`config.mk`:
```
export PLATFORM = sky130hd
export DESIGN_NAME = arcdr_rx
export DESIGN_NICKNAME = d
export VERILOG_FILES = /design/src/inc/arcdr_pkg.sv /design/src/core/arcdr_tick_gen.sv /design/src/core/arcdr_fifo.sv /design/src/core/arcdr_rx.sv
export VERILOG_INCLUDE_DIRS = /design/src /design/src/inc
export SDC_FILE = /design/constraint.sdc
export NUM_CORES = 1
export LEC_CHECK = 0
export BUFFER_PORTS_ARGS = -buffer_cell sky130_fd_sc_hd__buf_2
export CAP_MARGIN = 20
export CORE_MARGIN = 10
export CORE_UTILIZATION = 45
export DETAILED_ROUTE_END_ITERATION = 6
export PLACE_DENSITY = 0.64
export SYNTH_ARGS = -nofsm -noshare
export SYNTH_HDL_FRONTEND = slang
export SYNTH_SLANG_ARGS = --single-unit
```
`constraint.sdc`:
```
create_clock -name clk_i -period 3.05 [get_ports clk_i]
set_input_delay 0.61 -clock clk_i [delete_from_list [all_inputs] [get_ports clk_i]]
set_output_delay 0.61 -clock clk_i [all_outputs]
set_load 0.05 [all_outputs]
```
`src/inc/arcdr_map.svh`:
```
// Constant map for the asynchronous receive clock and data recovery block
`ifndef ARCDR_MAP_SVH
`define ARCDR_MAP_SVH
// Samples per bit
`define ARCDR_SPB_NORMAL 5'd16
`define ARCDR_SPB_DOUBLE 5'd8
// Centre voting samples, normal mode
`define ARCDR_VOTE_N_FIRST 5'd8
`define ARCDR_VOTE_N_MID 5'd9
`define ARCDR_VOTE_N_LAST 5'd10
// Centre voting samples, double speed mode
`define ARCDR_VOTE_D_FIRST 5'd4
`define ARCDR_VOTE_D_MID 5'd5
`define ARCDR_VOTE_D_LAST 5'd6
// Extra samples before rehunting in double speed mode
`define ARCDR_DOUBLE_REARM 5'd1
// Frame length limits, data plus parity
`define ARCDR_BITS_MIN 4'd5
`define ARCDR_BITS_MAX 4'd10
`define ARCDR_BITS_RST 4'd8
// Baud divisor reset value
`define ARCDR_DIV_RST 12'h000
`endif

```
`src/inc/arcdr_pkg.sv`:
```
// Types for the asynchronous receive clock and data recovery block
package arcdr_pkg;
  typedef enum logic [2:0] {
    ARCDR_HUNT = 3'b000,
    ARCDR_START = 3'b001,
    ARCDR_BITS = 3'b010,
    ARCDR_STOP = 3'b011,
    ARCDR_REARM = 3'b100
  } arcdr_state_t;
endpackage : arcdr_pkg

```
`src/core/arcdr_tick_gen.sv`:
```
// Baud sample tick divider
`timescale 1ns/1ps
`default_nettype none
module arcdr_tick_gen #(
  parameter int DIV_W = 12
) (
  // Clock and reset
  input wire logic clk_i,
  input wire logic rst_b_i,
  input wire logic clk_en_i,
  // Divisor
  input wire logic [DIV_W-1:0] baud_divisor_value_i,
  // Sample tick
  output logic tick_o
);
  logic [DIV_W-1:0] cnt_reg;

  // Count down; tick every divisor+1 clocks
  always_ff @(posedge clk_i or negedge rst_b_i) begin
    if (!rst_b_i) begin
      cnt_reg <= '0;
      tick_o <= 1'b0;
    end else if (clk_en_i) begin
      if (cnt_reg == '0) begin
        cnt_reg <= baud_divisor_value_i;
        tick_o <= 1'b1;
      end else begin
        cnt_reg <= cnt_reg - 1'b1;
        tick_o <= 1'b0;
      end
    end
  end
endmodule : arcdr_tick_gen
`default_nettype wire

```
`src/core/arcdr_fifo.sv`:
```
// Small valid/ready FIFO for received frames
`timescale 1ns/1ps
`default_nettype none
module arcdr_fifo #(
  parameter int WIDTH = 11,
  parameter int DEPTH = 32
) (
  // Clock and reset
  input wire logic clk_i,
  input wire logic rst_b_i,
  input wire logic clk_en_i,
  // Fill side
  input wire logic in_valid_i,
  output logic in_ready_o,
  input wire logic [WIDTH-1:0] in_data_i,
  // Drain side
  output logic out_valid_o,
  input wire logic out_ready_i,
  output logic [WIDTH-1:0] out_data_o
);
  localparam int AW = $clog2(DEPTH);
  logic [WIDTH-1:0] mem [DEPTH];
  logic [AW-1:0] wr_reg;
  logic [AW-1:0] rd_reg;
  logic [AW:0] cnt_reg;
  logic push;
  logic pop;

  // Handshakes
  assign in_ready_o = (cnt_reg != (AW + 1)'(DEPTH));
  assign out_valid_o = (cnt_reg != '0);
  assign out_data_o = mem[rd_reg];
  assign push = in_valid_i && in_ready_o && clk_en_i;
  assign pop = out_valid_o && out_ready_i && clk_en_i;

  // Storage, no reset needed
  always_ff @(posedge clk_i) begin
    if (push) begin
      mem[wr_reg] <= in_data_i;
    end
  end

  // Pointers and fill count
  always_ff @(posedge clk_i or negedge rst_b_i) begin
    if (!rst_b_i) begin
      wr_reg <= '0;
      rd_reg <= '0;
      cnt_reg <= '0;
    end else begin
      if (push) begin
        wr_reg <= (wr_reg == AW'(DEPTH - 1)) ? '0 : wr_reg + 1'b1;
      end
      if (pop) begin
        rd_reg <= (rd_reg == AW'(DEPTH - 1)) ? '0 : rd_reg + 1'b1;
      end
      if (push && !pop) begin
        cnt_reg <= cnt_reg + 1'b1;
      end else if (pop && !push) begin
        cnt_reg <= cnt_reg - 1'b1;
      end
    end
  end
endmodule : arcdr_fifo
`default_nettype wire

```
`src/core/arcdr_rx.sv`:
```
// Asynchronous receive clock and data recovery, top level
// Functional notes
// RULE1: The line is sampled sixteen times per bit, or eight times in double speed.
// RULE2: Double speed applies when the double speed select input is one.
// RULE3: A high to low line change starts start bit checking, the first low sample is one; the code starts on any low sample while hunting.
// RULE4: Start validity uses samples 8, 9, 10, or 4, 5, 6 in double speed.
// RULE5: Two or more high validation samples reject the start as noise and hunting resumes.
// RULE6: A valid start bit realigns bit timing, afresh for every frame.
// RULE7: Each bit runs a sequence of sixteen or eight states, samples numbered by state.
// RULE8: Each bit value is the majority of its three centre samples.
// RULE9: Recovery runs through data and parity up to the first stop bit; later stops are ignored.
// RULE10: A stop bit voted zero raises the frame error for that frame.
// RULE11: In normal mode hunting restarts right after the last stop voting sample.
// RULE12: Frames of five to ten data plus parity bits are handled.
// RULE13: The remote transmitter keeps its bit rate error small, near two percent.
// RULE14: Double speed changes the sample divider from sixteen to eight, doubling bit rate.
// RULE15: In double speed hunting restarts a short interval after the last stop voting sample.
// RULE16: The serial input is synchronised to the clock before start detection.
`timescale 1ns/1ps
`default_nettype none
`include "arcdr_map.svh"
module arcdr_rx #(
  parameter int DIV_W = 12,
  parameter int DEPTH = 32
) (
  // Clock, reset, enable
  input wire logic clk_i,
  input wire logic rst_b_i,
  input wire logic clk_en_i,
  // Configuration
  input wire logic double_speed_select_i,
  input wire logic [DIV_W-1:0] baud_divisor_value_i,
  input wire logic [3:0] frame_bits_i,
  // Serial line
  input wire logic rxd_i,
  // Received frames
  output logic rx_valid_o,
  input wire logic rx_ready_i,
  output logic [9:0] receive_data_buffer_o,
  output logic frame_error_flag_o,
  // Status
  output logic overrun_o,
  output logic busy_o
);
  import arcdr_pkg::*;

  // ----------------------------------------------------------------
  // Helpers
  // ----------------------------------------------------------------
  // Majority of three samples
  function automatic logic vote3(input logic [2:0] s);
    vote3 = (s[0] & s[1]) | (s[0] & s[2]) | (s[1] & s[2]);
  endfunction : vote3

  // Clamp frame length into the handled range
  // Out of range lengths are clamped, not refused
  function automatic logic [3:0] clamp_bits(input logic [3:0] b);
    if (b < `ARCDR_BITS_MIN) begin
      clamp_bits = `ARCDR_BITS_MIN;
    end else if (b > `ARCDR_BITS_MAX) begin
      clamp_bits = `ARCDR_BITS_MAX;
    end else begin
      clamp_bits = b;
    end
  endfunction : clamp_bits

  // ----------------------------------------------------------------
  // Input synchroniser and sample tick
  // ----------------------------------------------------------------
  logic sync1_reg;
  logic sync2_reg;
  logic tick;

  // RULE16 two flop synchroniser
  // Reset high so an idle line does not look like a start
  // Costs two clocks of latency on every line edge
  always_ff @(posedge clk_i or negedge rst_b_i) begin
    if (!rst_b_i) begin
      sync1_reg <= 1'b1;
      sync2_reg <= 1'b1;
    end else if (clk_en_i) begin
      sync1_reg <= rxd_i;
      sync2_reg <= sync1_reg;
    end
  end

  // RULE14 sample divider; per-bit ratio set by sample count below
  // A divisor of zero gives a tick on every enabled clock
  arcdr_tick_gen #(
    .DIV_W(DIV_W)
  ) u_tick (
    .clk_i(clk_i),
    .rst_b_i(rst_b_i),
    .clk_en_i(clk_en_i),
    .baud_divisor_value_i(baud_divisor_value_i),
    .tick_o(tick)
  );

  // ----------------------------------------------------------------
  // Mode dependent sample numbers
  // ----------------------------------------------------------------
  logic [4:0] spb;
  logic [4:0] v_first;
  logic [4:0] v_mid;
  logic [4:0] v_last;

  // RULE1 RULE2 sample rate and voting points by mode
  always_comb begin
    if (double_speed_select_i == 1'b1) begin
      spb = `ARCDR_SPB_DOUBLE;
      v_first = `ARCDR_VOTE_D_FIRST;
      v_mid = `ARCDR_VOTE_D_MID;
      v_last = `ARCDR_VOTE_D_LAST;
    end else begin
      spb = `ARCDR_SPB_NORMAL;
      v_first = `ARCDR_VOTE_N_FIRST;
      v_mid = `ARCDR_VOTE_N_MID;
      v_last = `ARCDR_VOTE_N_LAST;
    end
  end

  // ----------------------------------------------------------------
  // Recovery state machine
  // ----------------------------------------------------------------
  arcdr_state_t state_reg;
  logic [4:0] samp_reg;
  logic [2:0] votes_reg;
  logic [3:0] bit_idx_reg;
  logic [3:0] nbits_reg;
  logic [9:0] shift_reg;
  logic push_reg;
  logic [10:0] push_data_reg;
  logic fifo_in_ready;
  logic [2:0] votes_now;
  logic bit_val;

  // Votes including the current sample
  always_comb begin
    votes_now = votes_reg;
    if (samp_reg == v_first) begin
      votes_now[0] = sync2_reg;
    end
    if (samp_reg == v_mid) begin
      votes_now[1] = sync2_reg;
    end
    if (samp_reg == v_last) begin
      votes_now[2] = sync2_reg;
    end
    bit_val = vote3(votes_now);
  end

  // Sequencer; only advances on sample ticks
  // Limitation: a mode change in mid frame moves the vote points at once
  always_ff @(posedge clk_i or negedge rst_b_i) begin
    if (!rst_b_i) begin
      state_reg <= ARCDR_HUNT;
      samp_reg <= 5'h0_0;
      votes_reg <= 3'b000;
      bit_idx_reg <= 4'h0;
      nbits_reg <= `ARCDR_BITS_RST;
      shift_reg <= 10'h000;
      push_reg <= 1'b0;
      push_data_reg <= 11'h000;
    end else if (clk_en_i) begin
      // Hold a frame until the FIFO takes it
      if (push_reg && fifo_in_ready) begin
        push_reg <= 1'b0;
      end
      if (tick) begin
        votes_reg <= votes_now;
        case (state_reg)
          ARCDR_HUNT: begin
            // RULE3 first low sample is sample one
            if (!sync2_reg) begin
              state_reg <= ARCDR_START;
              samp_reg <= 5'd2;
              // RULE12 frame length latched per frame
              nbits_reg <= clamp_bits(frame_bits_i);
            end
          end
          ARCDR_START: begin
            samp_reg <= samp_reg + 5'd1;
            // RULE4 decide after the last validation sample
            if (samp_reg == v_last) begin
              // RULE5 majority high means noise
              if (bit_val) begin
                state_reg <= ARCDR_HUNT;
              end else begin
                // RULE6 timing aligned to this start bit
                state_reg <= ARCDR_BITS;
                bit_idx_reg <= 4'h0;
              end
            end
            // RULE7 wrap at the end of the start bit
            if (samp_reg == spb) begin
              samp_reg <= 5'd1;
            end
          end
          ARCDR_BITS: begin
            // RULE7 state number equals sample number
            samp_reg <= (samp_reg == spb) ? 5'd1 : samp_reg + 5'd1;
            if (samp_reg == v_last) begin
              // RULE8 majority of centre samples
              shift_reg[bit_idx_reg] <= bit_val;
              bit_idx_reg <= bit_idx_reg + 4'h1;
              if (bit_idx_reg == nbits_reg - 4'h1) begin
                state_reg <= ARCDR_STOP;
              end
            end
          end
          ARCDR_STOP: begin
            samp_reg <= (samp_reg == spb) ? 5'd1 : samp_reg + 5'd1;
            // RULE9 first stop bit only
            // Later stop bits are never sampled
            if (samp_reg == v_last) begin
              // RULE10 stop voted zero flags frame error
              push_data_reg <= {~bit_val, shift_reg};
              push_reg <= 1'b1;
              // RULE11 normal mode rehunts at once
              // RULE15 double speed waits a short interval
              state_reg <= double_speed_select_i ? ARCDR_REARM : ARCDR_HUNT;
              samp_reg <= 5'h0_0;
            end
          end
          ARCDR_REARM: begin
            // RULE15 deaf for the rearm interval
            samp_reg <= samp_reg + 5'd1;
            if (samp_reg + 5'd1 >= `ARCDR_DOUBLE_REARM) begin
              state_reg <= ARCDR_HUNT;
            end
          end
          default: begin
            state_reg <= ARCDR_HUNT;
          end
        endcase
        // Clear votes on a new bit
        // High default keeps a half filled vote from faking a low
        if (samp_reg == spb || state_reg == ARCDR_HUNT) begin
          votes_reg <= 3'b111;
        end
      end
    end
  end

  // ----------------------------------------------------------------
  // Frame FIFO and outputs
  // ----------------------------------------------------------------
  logic fifo_out_valid;
  logic [10:0] fifo_out_data;
  logic out_take;

  arcdr_fifo #(
    .WIDTH(11),
    .DEPTH(DEPTH)
  ) u_fifo (
    .clk_i(clk_i),
    .rst_b_i(rst_b_i),
    .clk_en_i(clk_en_i),
    .in_valid_i(push_reg),
    .in_ready_o(fifo_in_ready),
    .in_data_i(push_data_reg),
    .out_valid_o(fifo_out_valid),
    .out_ready_i(out_take),
    .out_data_o(fifo_out_data)
  );

  // Output skid: pull a word when the output slot is free
  // Registered slot keeps every top output on a flop
  // Costs one clock of latency per word
  assign out_take = !rx_valid_o || rx_ready_i;

  always_ff @(posedge clk_i or negedge rst_b_i) begin
    if (!rst_b_i) begin
      rx_valid_o <= 1'b0;
      receive_data_buffer_o <= 10'h000;
      frame_error_flag_o <= 1'b0;
    end else if (clk_en_i && out_take) begin
      rx_valid_o <= fifo_out_valid;
      if (fifo_out_valid) begin
        receive_data_buffer_o <= fifo_out_data[9:0];
        frame_error_flag_o <= fifo_out_data[10];
      end
    end
  end

  // Overrun when a finished frame meets a pending word the full FIFO has not taken; sticky until reset
  always_ff @(posedge clk_i or negedge rst_b_i) begin
    if (!rst_b_i) begin
      overrun_o <= 1'b0;
      busy_o <= 1'b0;
    end else if (clk_en_i) begin
      // Drop only when a finished stop vote meets a still pending word
      // The older pending word is lost; the newest frame is kept
      if (tick && state_reg == ARCDR_STOP && samp_reg == v_last) begin
        if (push_reg && !fifo_in_ready) begin
          overrun_o <= 1'b1;
        end
      end
      busy_o <= (state_reg != ARCDR_HUNT);
    end
  end
endmodule : arcdr_rx
`default_nettype wire

```
-- Word level (Yosys, flattened, before mapping)
Memories as Yosys holds them, arrays and structs flattened. A register that Yosys moved wholly into a read port is not among the register bits.
Index checks and enable logic that the tools add are counted.
- bits in registers: 75
- RAM bits: 352
- input port bits: 22
- logic and storage cells: 135
- memories kept: 1
- add/sub/neg operators: 8
- order comparisons: 5
- equal/unequal tests: 19
- multiplexer cells: 42
- bitwise logic cells: 7
- reduce and logical (&&, ||, !) cells: 35
- memories (name ; depth ; width ; rd ports ; clocked after Yosys merged registers in ; write ports ; line ; text):
    u_fifo.mem ; 32 ; 11 ; 1 ; 1 ; 1 ; arcdr_fifo.sv:22 ; logic [WIDTH-1:0] mem [DEPTH];
- operator list (cell ; count):
    2-to-1 mux 4 bit ; 8
    2-to-1 mux 5 bit ; 6
    2-to-1 mux 3 bit ; 8
    equality test 5 bit ; 4
    case mux 5 bit (4 select lines) ; 1
    AND reduction 4 bit ; 4
    adder 5 x 1 -> 5 bit, second input constant ; 3
    case mux 3 bit (5 select lines) ; 1
    zero test 12 bit ; 1
    2-to-1 mux 12 bit ; 1
    2-to-1 mux 6 bit ; 2
    inequality test 2 bit, second input constant ; 6
    subtractor 12 x 1 -> 12 bit, second input constant ; 1
    logical AND 1 bit ; 11
    2-to-1 mux 1 bit ; 11
    bitwise mux 10 bit ; 1
    equality test 5 bit, second input constant ; 2
    case mux 4 bit (2 select lines) ; 1
    AND reduction 8 bit ; 1
    adder 6 x 1 -> 6 bit, second input constant ; 1
    equality test 3 x 2 -> 1 bit, second input constant ; 2
    inequality test 6 bit, second input constant ; 1
    AND reduction 6 bit ; 1
    nonzero test 6 bit ; 1
    other kinds (26) ; 37

-- Longest topological paths before layout
Gate-level depths: netlist (run 1).
- depth in word-level cells: 9
- gate-level depth with buffers: 14

-- By module
Synthesis (run 1) repeated with hierarchy kept, for this count alone.
- cell total of the unflattened synthesis: 1098
- area, all modules: 18412.7 µm²
- modules (own cells, without submodules) (module ; times used ; cells an instance ; area an instance (µm²) ; seq. area each (µm²)):
    arcdr_fifo ; 1 ; 734 ; 14600.3 ; 10970.5
    arcdr_rx ; 1 ; 274 ; 2971.6 ; 1430.1
    arcdr_tick_gen ; 1 ; 90 ; 840.8 ; 325.3

-- Worst setup path before layout (run 1)
Ideal clock, no wire load.
- path kind: reg2reg
- start point: register u_fifo.cnt_reg[0]
- end point: register u_fifo.cnt_reg[5]
- setup time: 130 ps
- data arrival time: 3232 ps
- setup slack: -312 ps
- cell stages (with the launch flop): 15
- path buffers: 2
- clock period less this slack: 3362 ps
- cell sequence: dfrtp_1 or4_1 o31ai_1 a21o_1 clkbuf_1 buf_2 ha_1 inv_1 ha_1 a21o_1 a21oi_1 o21bai_1 mux2i_1 o211ai_1 xor2_1
- longest elaborated chain between the ends: 6
- elaborated cells between the ends (all ways): 15
- classes of those cells: 2 x add/sub; 1 x eq/ne; 2 x mux; 10 x reduce/logical
- ends and longest elaborated chain (item ; line ; text):
    from (decl) ; arcdr_fifo.sv:25 ; logic [AW:0] cnt_reg;
    from (signal assigned) ; arcdr_fifo.sv:57 ; cnt_reg <= cnt_reg + 1'b1;
    from (signal assigned) ; arcdr_fifo.sv:59 ; cnt_reg <= cnt_reg - 1'b1;
    branches (longest 6 deep; another with subtractor 6 x 1 -> 6 bit) ; - ;
Parallel ways; which one is timed is not known. The select of a mux whose other input is x is not followed.
A chain may end at the register's enable or synchronous reset.

-- Worst setup path after layout (run 1)
- start point: register u_fifo.cnt_reg[1]
- end point: register u_fifo.cnt_reg[5]
- longest elaborated chain between the ends: 6
- elaborated cells between the ends (all ways): 15
- classes of those cells: 2 x add/sub; 1 x eq/ne; 2 x mux; 10 x reduce/logical
- ends and longest elaborated chain (item ; line ; text):
    inequality test 6 bit * ; arcdr_fifo.sv:30 ; assign in_ready_o = (cnt_reg != (AW + 1)'(DEPTH));
    logical AND 1 bit * (2 in series) ; arcdr_fifo.sv:33 ; assign push = in_valid_i && in_ready_o && clk_en_i;
    net u_fifo.push ; arcdr_fifo.sv:26 ; logic push;
    zero test 1 bit ; arcdr_fifo.sv:58 ; end else if (pop && !push) begin
    logical AND 1 bit ; arcdr_fifo.sv:58 ;
    nonzero test 2 bit (no line) ; - ;
The timed path passes the listed nets; every way through them passes the cells marked *. The select of a mux whose other input is x is not followed.

==> impl_metrics.ini, run 1 <==
[floorplan]
ios = 36
rows = 73
die_h_um = 221.2
start_util_pct = 45.65
core_mm2 = 0.03991
die_x_um = 221.2
dieArea_mm2 = 0.04894

[routing]
first_pass_iters = 5
vias_per_cell = 5.525
routed_wl_um = 35670
drt-initial-drc-count = 613
num_vias = 9260
route.detailed.drc = 0
ant_nets = 0
routedWlPerCell_um = 21.28

[global_route]
grt.total_usage_pct = 14.52
grt_pass1_vias = 9451
grt_pass1_wl_um = 56210
grt_max_degree = 55
grt_overflow_total = 0
antenna_found_initial = 0

[layout]
stdcell_count = 1676
drive_gt1_share_pct = 27.11
largest_reg_flops = 352
syn_to_final_growth_pct = 15.15
finalInstanceArea_mm2 = 0.02098
final_net_count = 1159
antenna_cells = 0

[placed_design]
postPlaceCellArea_mm2 = 0.01909
place.detailed.hpwl_um = 22350
dp.cells = 1566
place.gp.congestion = 0.7879
post-place-ws_ns = -0.1071
portBuffers = 35

[cts]
clk_pin_slew_ns = 0.06
cts_buffers = 46
clkLatencyLatePin_ns = 0.56
cts_max_path_buffers = 3
cts_htree_levels = 2
cts-root-buf = clkbuf_16
cts_tree = built
clock_sinks = 438

[yosys]
ys.flop_type = edfxtp_1
syn_inst = 1038
synth_fp_nets = 1084
synth_area_mm2 = 0.01822
yosys_warnings = 0
synth_edf_count = 352
ys_types = 64
synthArstFlopShare_pct = 19.63
yosysSeqAreaShare_pct = 69.84
synth-seq-cells = 438
syn_area_per_cell_um2 = 17.55

[setup_path]
cp_num_buf_inv = 2
max_stage_delay_ns = 0.53
critPathLaunch = u_fifo.cnt_reg[1]
critical_path_class = reg2reg
crit_family = simple AND/OR/NAND/NOR gates
startpoint_type = flip-flop
crit_chain = or4_4, or3b_4, nand3_4, inv_2, ha_4, inv_6, ha_1, a21o_1, a21oi_2, o21bai_1, mux2i_1, o211ai_1, xor2_1
r2r-start = u_fifo.cnt_reg[1]
critPathCaptureType = flip-flop
path_max_fanout = 5
required_ns = 3.49
crit_slowest_cell = or4_4
critPathArrivalTime_ns = 3.38

[power]
report.power.total_w = 0.01286
vdd_drop_max_v = 0.0004361
p_leak_nw = 7.891
p_per_area_mw_per_mm2 = 612.9

[sta]
hold_slack_ns = 0.2852
worst_pin_slew_ns = 1.056
setup_viol = 0
finalCriticalPeriod_ns = 2.944
rsz0062_at_grt = no
period_share_pct = 96.52
layout_setup_ws_ns = 0.1061
finalHoldViolCount = 0
slew_violations = 0
max_clock_freq_mhz = 339.7
skew_ns = 0.01298
slew_headroom_pct = 29.31

[min_path]
hold_path_class = in2reg
worstHoldStart = rxd_i

[run]
maxCapViolations = 0

[run_status]
status = completed
-- path summary, 6_finish.rpt --
path,slack (ns),endpoint,depth (start not counted)
worst max-delay path,0.11,u_fifo.cnt_reg[5],13
worst min-delay path,0.29,sync1_reg,2
worst max register to register,0.11,u_fifo.cnt_reg[5],13
worst min register to register,0.48,receive_data_buffer_o[7],2
max in group asynchronous,1.81,nbits_reg[3],3
min in group asynchronous,0.55,u_fifo.cnt_reg[1],2
-- placed cells by master (no fill, tap or decap), types with 20 or more instances in the layout --
cell	instances
dfrtp_1	81
inv_1	20
mux2_2	26
buf_2	34
a21oi_1	34
ha_1	22
o21ai_0	53
nand2_1	73
nor2_1	57
mux4_2	110
clkbuf_16	49
edfxtp_1	352
buf_4	25
-- per-stage QoR --
step,TNS (ns),util (%)
6_report,0,52.57
5_1_grt,0,52.57
4_1_cts,0,51.88
3_5_place_dp,-0.1071,47.82
3_3_place_gp,-0.01734,47.79
2_1_floorplan,0,-
-- cell usage after synthesis (all sizes together), types with 8 or more instances --
| master | number | share of area (%) |
|---|---|---|
| ha | 23 | 1.6 |
| inv | 22 | 0.45 |
| clkbuf | 28 | 0.58 |
| mux2 | 26 | 1.6 |
| xnor2 | 9 | 0.43 |
| nand2b | 8 | 0.27 |
| o21ai | 54 | 1.5 |
| dfrtp | 83 | 11 |
| nor2 | 57 | 1.2 |
| edfxtp | 352 | 58 |
| mux4 | 110 | 14 |
| nand2 | 74 | 1.5 |
| a21oi | 35 | 0.96 |
| o31ai | 9 | 0.45 |
| mux2i | 14 | 0.77 |
| buf | 25 | 0.81 |
| nand3 | 15 | 0.44 |
| nor3 | 11 | 0.30 |
-- repair_timing --
item,CTS,global route
pin swaps,0,7
hold buffers,1,0
gates resized for setup,2,2
endpoints found under the hold margin,6,0
setup endpoints to repair,1,1
setup buffers,1,4
-- cells by family after synthesis --
family	Yosys count	share of synthesized area, %
flip-flops	438	69.84
AND/OR/NAND/NOR	206	5.610
multiplexers	150	15.97
AO/OA/AOI/OAI	131	4.374
buffers and inverters	75	1.840
adder cells (fa/ha/maj)	24	1.689
XOR/XNOR	14	0.6730
-- power breakdown --
group          leakage (nW)  switching (W)  internal, W
Combinational          2.05       0.000254     0.000164
Clock                 0.779        0.00225      0.00358
Sequential             5.07       0.000129      0.00648
-- layer usage --
layer,global-route usage (%),part of all wire (%),up-vias
li1,-,-,4257
met1,21.04,48,4779
met2,21.88,46,175
met3,2.610,4.5,49
met4,4.579,2.1,0
met5,0,0,-
-- area by class of cell --
| type | instances | area [µm²] |
|---|---|---|
| clock inverters | 23 | 297.8 |
| repair buffers | 80 | 708.2 |
| fillers | 3108 | 18930 |
| inverters | 22 | 87.58 |
| clock buffers | 63 | 1299 |
| well taps | 525 | 656.9 |
| flip-flops and latches | 438 | 12730 |
| multi-input cells | 525 | 5200 |
Note: power is estimated with default switching activity, not from simulation.
==> run 2, diff against run 1 <==
Settings changed: PLACE_DENSITY 0.64 to not set.
==> impl_metrics.ini, run 2 (synthesis results as in run 1) <==
[run_status]
status = completed

[sta]
worst_pin_slew_ns = 1.073
slew_violations = 0
finalHoldViolCount = 0
tns_ns = 0
slew_headroom_pct = 28.44
hold_slack_ns = 0.1915
period_share_pct = 95.91
max_clock_freq_mhz = 341.8
layout_setup_ws_ns = 0.1247
skew_ns = 0.01873
rsz0062_at_grt = no
setup_viol = 0
finalCriticalPeriod_ns = 2.925

[setup_path]
cp_num_buf_inv = 2
r2r_slack_ns = 0.12
path_max_fanout = 5
startpoint_type = flip-flop
critical_path_class = reg2reg
r2r-start = u_fifo.cnt_reg[1]
critPathCaptureType = flip-flop
max_stage_delay_ns = 0.55
crit_chain = or4_4, or3b_4, nand3_2, inv_2, ha_4, inv_4, ha_1, or4_1, o211ai_1, xor2_1
required_ns = 3.53
r2r_cells = 10
crit_slowest_cell = or4_4
critPathArrivalTime_ns = 3.41
crit_family = simple AND/OR/NAND/NOR gates
timing.rr.end = u_fifo.cnt_reg[5]

[routing]
routedWlPerCell_um = 21.56
route.detailed.drc = 0
drt-initial-drc-count = 657
num_vias = 9190
first_pass_iters = 6
vias_per_cell = 5.487
ant_nets = 0
routed_wl_um = 36110

[cts]
clk_pin_slew_ns = 0.06
clkLatencyLatePin_ns = 0.57
cts_tree = built
cts-root-buf = clkbuf_16
cts_max_path_buffers = 3
cts_htree_levels = 2
cts_buffers = 47
postCtsHoldBufs = 0
clock_sinks = 438

[floorplan]
rows = 73
core_mm2 = 0.03991
ios = 36
dieArea_mm2 = 0.04894
die_x_um = 221.2
die_h_um = 221.2
start_util_pct = 45.65

[layout]
drive_gt1_share_pct = 27.48
syn_to_final_growth_pct = 14.76
largest_reg_flops = 352
final_net_count = 1160
register_area_mm2 = 0.01273
final_common_cell = edfxtp_1
layout_common_cells = edfxtp_1 (352), mux4_2 (110), dfrtp_1 (81), nand2_1 (73), nor2_1 (57)
fill_cells = 3167
finalInstanceArea_mm2 = 0.02091
multiInputGateArea_mm2 = 0.005192
antenna_cells = 0
final_core_util_pct = 52.39

[placed_design]
post-place-ws_ns = 0.01229
postPlaceCellArea_mm2 = 0.01912
place.gp.congestion = 0.8021
place.detailed.hpwl_um = 22570
portBuffers = 35

[global_route]
grt_pass1_vias = 9419
grt_overflow_total = 0
grt_max_degree = 72
grt_pass1_wl_um = 56570
antenna_found_initial = 0
grt.total_usage_pct = 14.69

[min_path]
hold_path_class = in2async

[power]
p_per_area_mw_per_mm2 = 601.0
p_leak_nw = 7.860
vdd_drop_max_v = 0.0004288

[run]
maxCapViolations = 0
==> run 2: cell count changes in the layout (fill, tap and decap cells not counted), moves of 2 or more <==
cell,delta
bufinv_16,-5
buf_12,-2
buf_4,+5
clkinv_2,+3
clkinvlp_4,+3
clkinv_8,+2
buf_8,-5
clkinv_4,-3
clkinv_1,-2
clkbuf_1,-2
buf_16,+4
==> run 2: report_power, final <==
group          leakage, nW  switching (W)  internal, W  total, W
clock                0.741        0.00230      0.00324   0.00554
combinational         2.05       0.000254     0.000161  0.000415
sequential            5.07       0.000131      0.00648   0.00661
==> run 2: worst max-delay path by stage <==
stage	startpoint	endpoint	slack [ns]	cells past startpoint
5_1_grt	u_fifo.cnt_reg[1]	u_fifo.cnt_reg[5]	0.005	13
3_5_place_dp	u_fifo.cnt_reg[1]	u_fifo.cnt_reg[5]	0.01	13
3_3_place_gp	u_fifo.cnt_reg[1]	u_fifo.cnt_reg[5]	0.03	13
6_report	u_fifo.cnt_reg[1]	u_fifo.cnt_reg[5]	0.12	10
2_1_floorplan	u_fifo.cnt_reg[0]	u_fifo.cnt_reg[5]	0.02	14
4_1_cts	u_fifo.cnt_reg[1]	u_fifo.cnt_reg[5]	0.04	13
==> run 2: worst reg2reg max path: stages (launching register included) <==
cell	delay (ns)
dfrtp_1	0.38
or4_4	0.55
or3b_4	0.43
nand3_2	0.10
inv_2	0.05
ha_4	0.17
inv_4	0.08
ha_1	0.26
or4_1	0.54
o211ai_1	0.13
xor2_1	0.16
==> run 2: metal layers <==
metal	GRT usage (%)	part of all wire, %
met4	4.293	1.9
met5	0	0
met3	2.465	4.6
met1	21.56	48
met2	22.12	46
==> run 2: layout make-up <==
cell class                 instances  area share (%)
clock buffer                      63           6.361
clock inverter                    22          0.9215
inverter                          22          0.4069
multi-input combinational        525           24.83
sequential                       438           60.90
tap                              525           3.141
timing repair buffer              80           3.441
==> run 2: timing repair <==
action | in CTS | in global routing
setup endpoints to repair | 1 | 1
pin swaps | 0 | 1
buffers inserted | 0 | 1
resized for setup | 1 | 1
==> run 2: per-stage QoR <==
step	instances	total power (W)
global placement	1573	0.007136
floorplan	1038	0.007019
finish	1675	0.01257
detailed placement	1574	0.007146
global route	1675	0.01302
CTS	1659	0.01270
==> run 3, diff against run 2 <==
Settings changed: SYNTH_HIERARCHICAL set to 1.
==> impl_metrics.ini, run 3 <==
[placed_design]
dp.cells = 1657
place.gp.congestion = 0.8110
place.detailed.hpwl_um = 25190
portBuffers = 35
post-place-ws_ns = -0.1649
postPlaceCellArea_mm2 = 0.01936

[routing]
ant_nets = 0
num_vias = 9960
routed_wl_um = 39920
route.detailed.drc = 0
vias_per_cell = 5.672
routedWlPerCell_um = 22.73
drt-initial-drc-count = 690
first_pass_iters = 5

[floorplan]
rows = 74
die_x_um = 222.3
start_util_pct = 45.30
ios = 36
core_mm2 = 0.04065
dieArea_mm2 = 0.04941
die_h_um = 222.3

[global_route]
grt_pass1_vias = 10270
grt_overflow_total = 0
antenna_found_initial = 0
grt.total_usage_pct = 15.94
grt_pass1_wl_um = 61560
grt_max_degree = 56

[yosys]
yosysTopAreaCell = edfxtp_1
synth_fp_nets = 1145
ys.flop_type = edfxtp_1
synthTopCellsByArea = edfxtp_1 (57%), dfrtp_1 (11%), mux4_2 (8.0%), mux2i_1 (2.7%), mux2_2 (2.3%)
syn_area_per_cell_um2 = 16.77
synthArstFlopShare_pct = 19.63
synth_top_area_share_pct = 57.41
ys_types = 80
synth_common_cells = edfxtp_1 (352), dfrtp_1 (83), mux4_2 (65)
yosys_warnings = 6
synth_edf_count = 352
syn_inst = 1098
synth_area_mm2 = 0.01841
yosysMostFrequentCell = edfxtp_1
yosysSeqAreaShare_pct = 69.12
synth-seq-cells = 438

[sta]
max_clock_freq_mhz = 342.4
skew_ns = 0.01674
slew_violations = 0
worst_pin_slew_ns = 1.077
finalCriticalPeriod_ns = 2.920
period_share_pct = 95.75
setup_viol = 0
rsz0062_at_grt = no
finalHoldViolCount = 0
layout_setup_ws_ns = 0.1295
slew_headroom_pct = 28.22

[cts]
cts-root-buf = clkbuf_16
cts_buffers = 46
cts_htree_levels = 2
postCtsHoldBufs = 0
clk_pin_slew_ns = 0.06
cts_max_path_buffers = 3
clock_sinks = 438
cts_tree = built
clkLatencyLatePin_ns = 0.56
post-cts-setup-buffers = 0

[layout]
register_area_mm2 = 0.01273
antenna_cells = 0
drive_gt1_share_pct = 24.18
multiInputGateArea_mm2 = 0.005234
final_core_util_pct = 51.92
fill_cells = 3295
final_net_count = 1233
syn_to_final_growth_pct = 14.62
largest_reg_flops = 352
stdcell_count = 1756
layout_common_cells = edfxtp_1 (352), dfrtp_1 (81), mux4_2 (65), nor2_1 (59), mux2i_1 (50)
finalInstanceArea_mm2 = 0.02110
final_common_cell = edfxtp_1

[setup_path]
critical_path_class = reg2reg
max_stage_delay_ns = 0.74
critPathArrivalTime_ns = 3.36
critPathCaptureType = flip-flop
crit_chain = buf_12, mux4_2, a2111oi_1, a21oi_1, mux2_2
required_ns = 3.49
path_max_fanout = 36
cp_num_buf_inv = 1
crit_slowest_cell = dfrtp_4
startpoint_type = flip-flop
crit_family = multiplexers

[run]
maxCapViolations = 0

[power]
vdd_drop_max_v = 0.0004520
p_leak_nw = 7.922
p_per_area_mw_per_mm2 = 771.2

[run_status]
status = completed

[min_path]
hold_path_class = in2async
==> run 3: logic make-up after synthesis <==
family / after synthesis / share of synthesized area, %
xor+xnor: 9 / 0.4281
mux: 154 / 13.14
fa+ha+maj: 26 / 1.794
simple gates: 210 / 6.150
compound gates: 175 / 6.904
buf+inv: 86 / 2.473
flops: 438 / 69.12
==> run 3: worst register-to-register path: stages, from the launching register on <==
cell	delay [ns]
dfrtp_4	0.74
buf_12	0.35
mux4_2	0.57
a2111oi_1	0.73
a21oi_1	0.12
mux2_2	0.30
==> run 3: what timing repair did <==
item                                    CTS  global route
endpoints found under the setup margin    2             0
gates resized for setup                   2             0
endpoints found under the hold margin     0             0
==> run 3: cell type report <==
class                      count  area share (%)
tap                          532           3.154
clock buffer                  74           6.634
timing repair buffer          97           3.895
inverter                      29          0.5158
clock inverter                12          0.6759
sequential                   438           60.33
multi-input combinational    574           24.80
==> run 3: routing by layer <==
layer / vias to the layer above / part of all wire, % / track usage [%]
met3: 52 / 5.5 / 3.571
met1: 5157 / 44 / 21.25
met2: 215 / 49 / 25.35
li1: 4536 / - / -
met5: - / 0 / 0
met4: 0 / 2.3 / 5.332
==> run 3: worst paths after layout <==
check	endpoint	slack [ns]	start	cells past startpoint
setup / recovery	receive_data_buffer_o[3]	0.13	u_fifo/rd_reg[0]	5
min in group clk_i	u_tick/cnt_reg[7]	0.28	baud_divisor_value_i[7]	3
hold reg to reg	receive_data_buffer_o[2]	0.50	receive_data_buffer_o[2]	1
hold / removal	nbits_reg[2]	0.10	rst_b_i	1
max in group asynchronous	receive_data_buffer_o[8]	2.17	rst_b_i	2
setup reg to reg	receive_data_buffer_o[3]	0.13	u_fifo/rd_reg[0]	5
==> run 3: power by group <==
group / internal [W] / leakage (nW) / switching, W / total [W]
combinational: 0.00151 / 2.41 / 0.00205 / 0.00356
clock: 0.00340 / 0.741 / 0.00222 / 0.00562
sequential: 0.00663 / 4.77 / 0.000469 / 0.00710
==> run 3: stage by stage <==
step                hold WS [ns]  power, W  setup TNS, ns
floorplan                 0.3144  0.009744              0
global placement          0.4861   0.01080        -0.1699
detailed placement        0.4920   0.01083        -0.2169
CTS                       0.1275   0.01648              0
global route              0.1574   0.01703              0
finish                    0.1015   0.01628              0
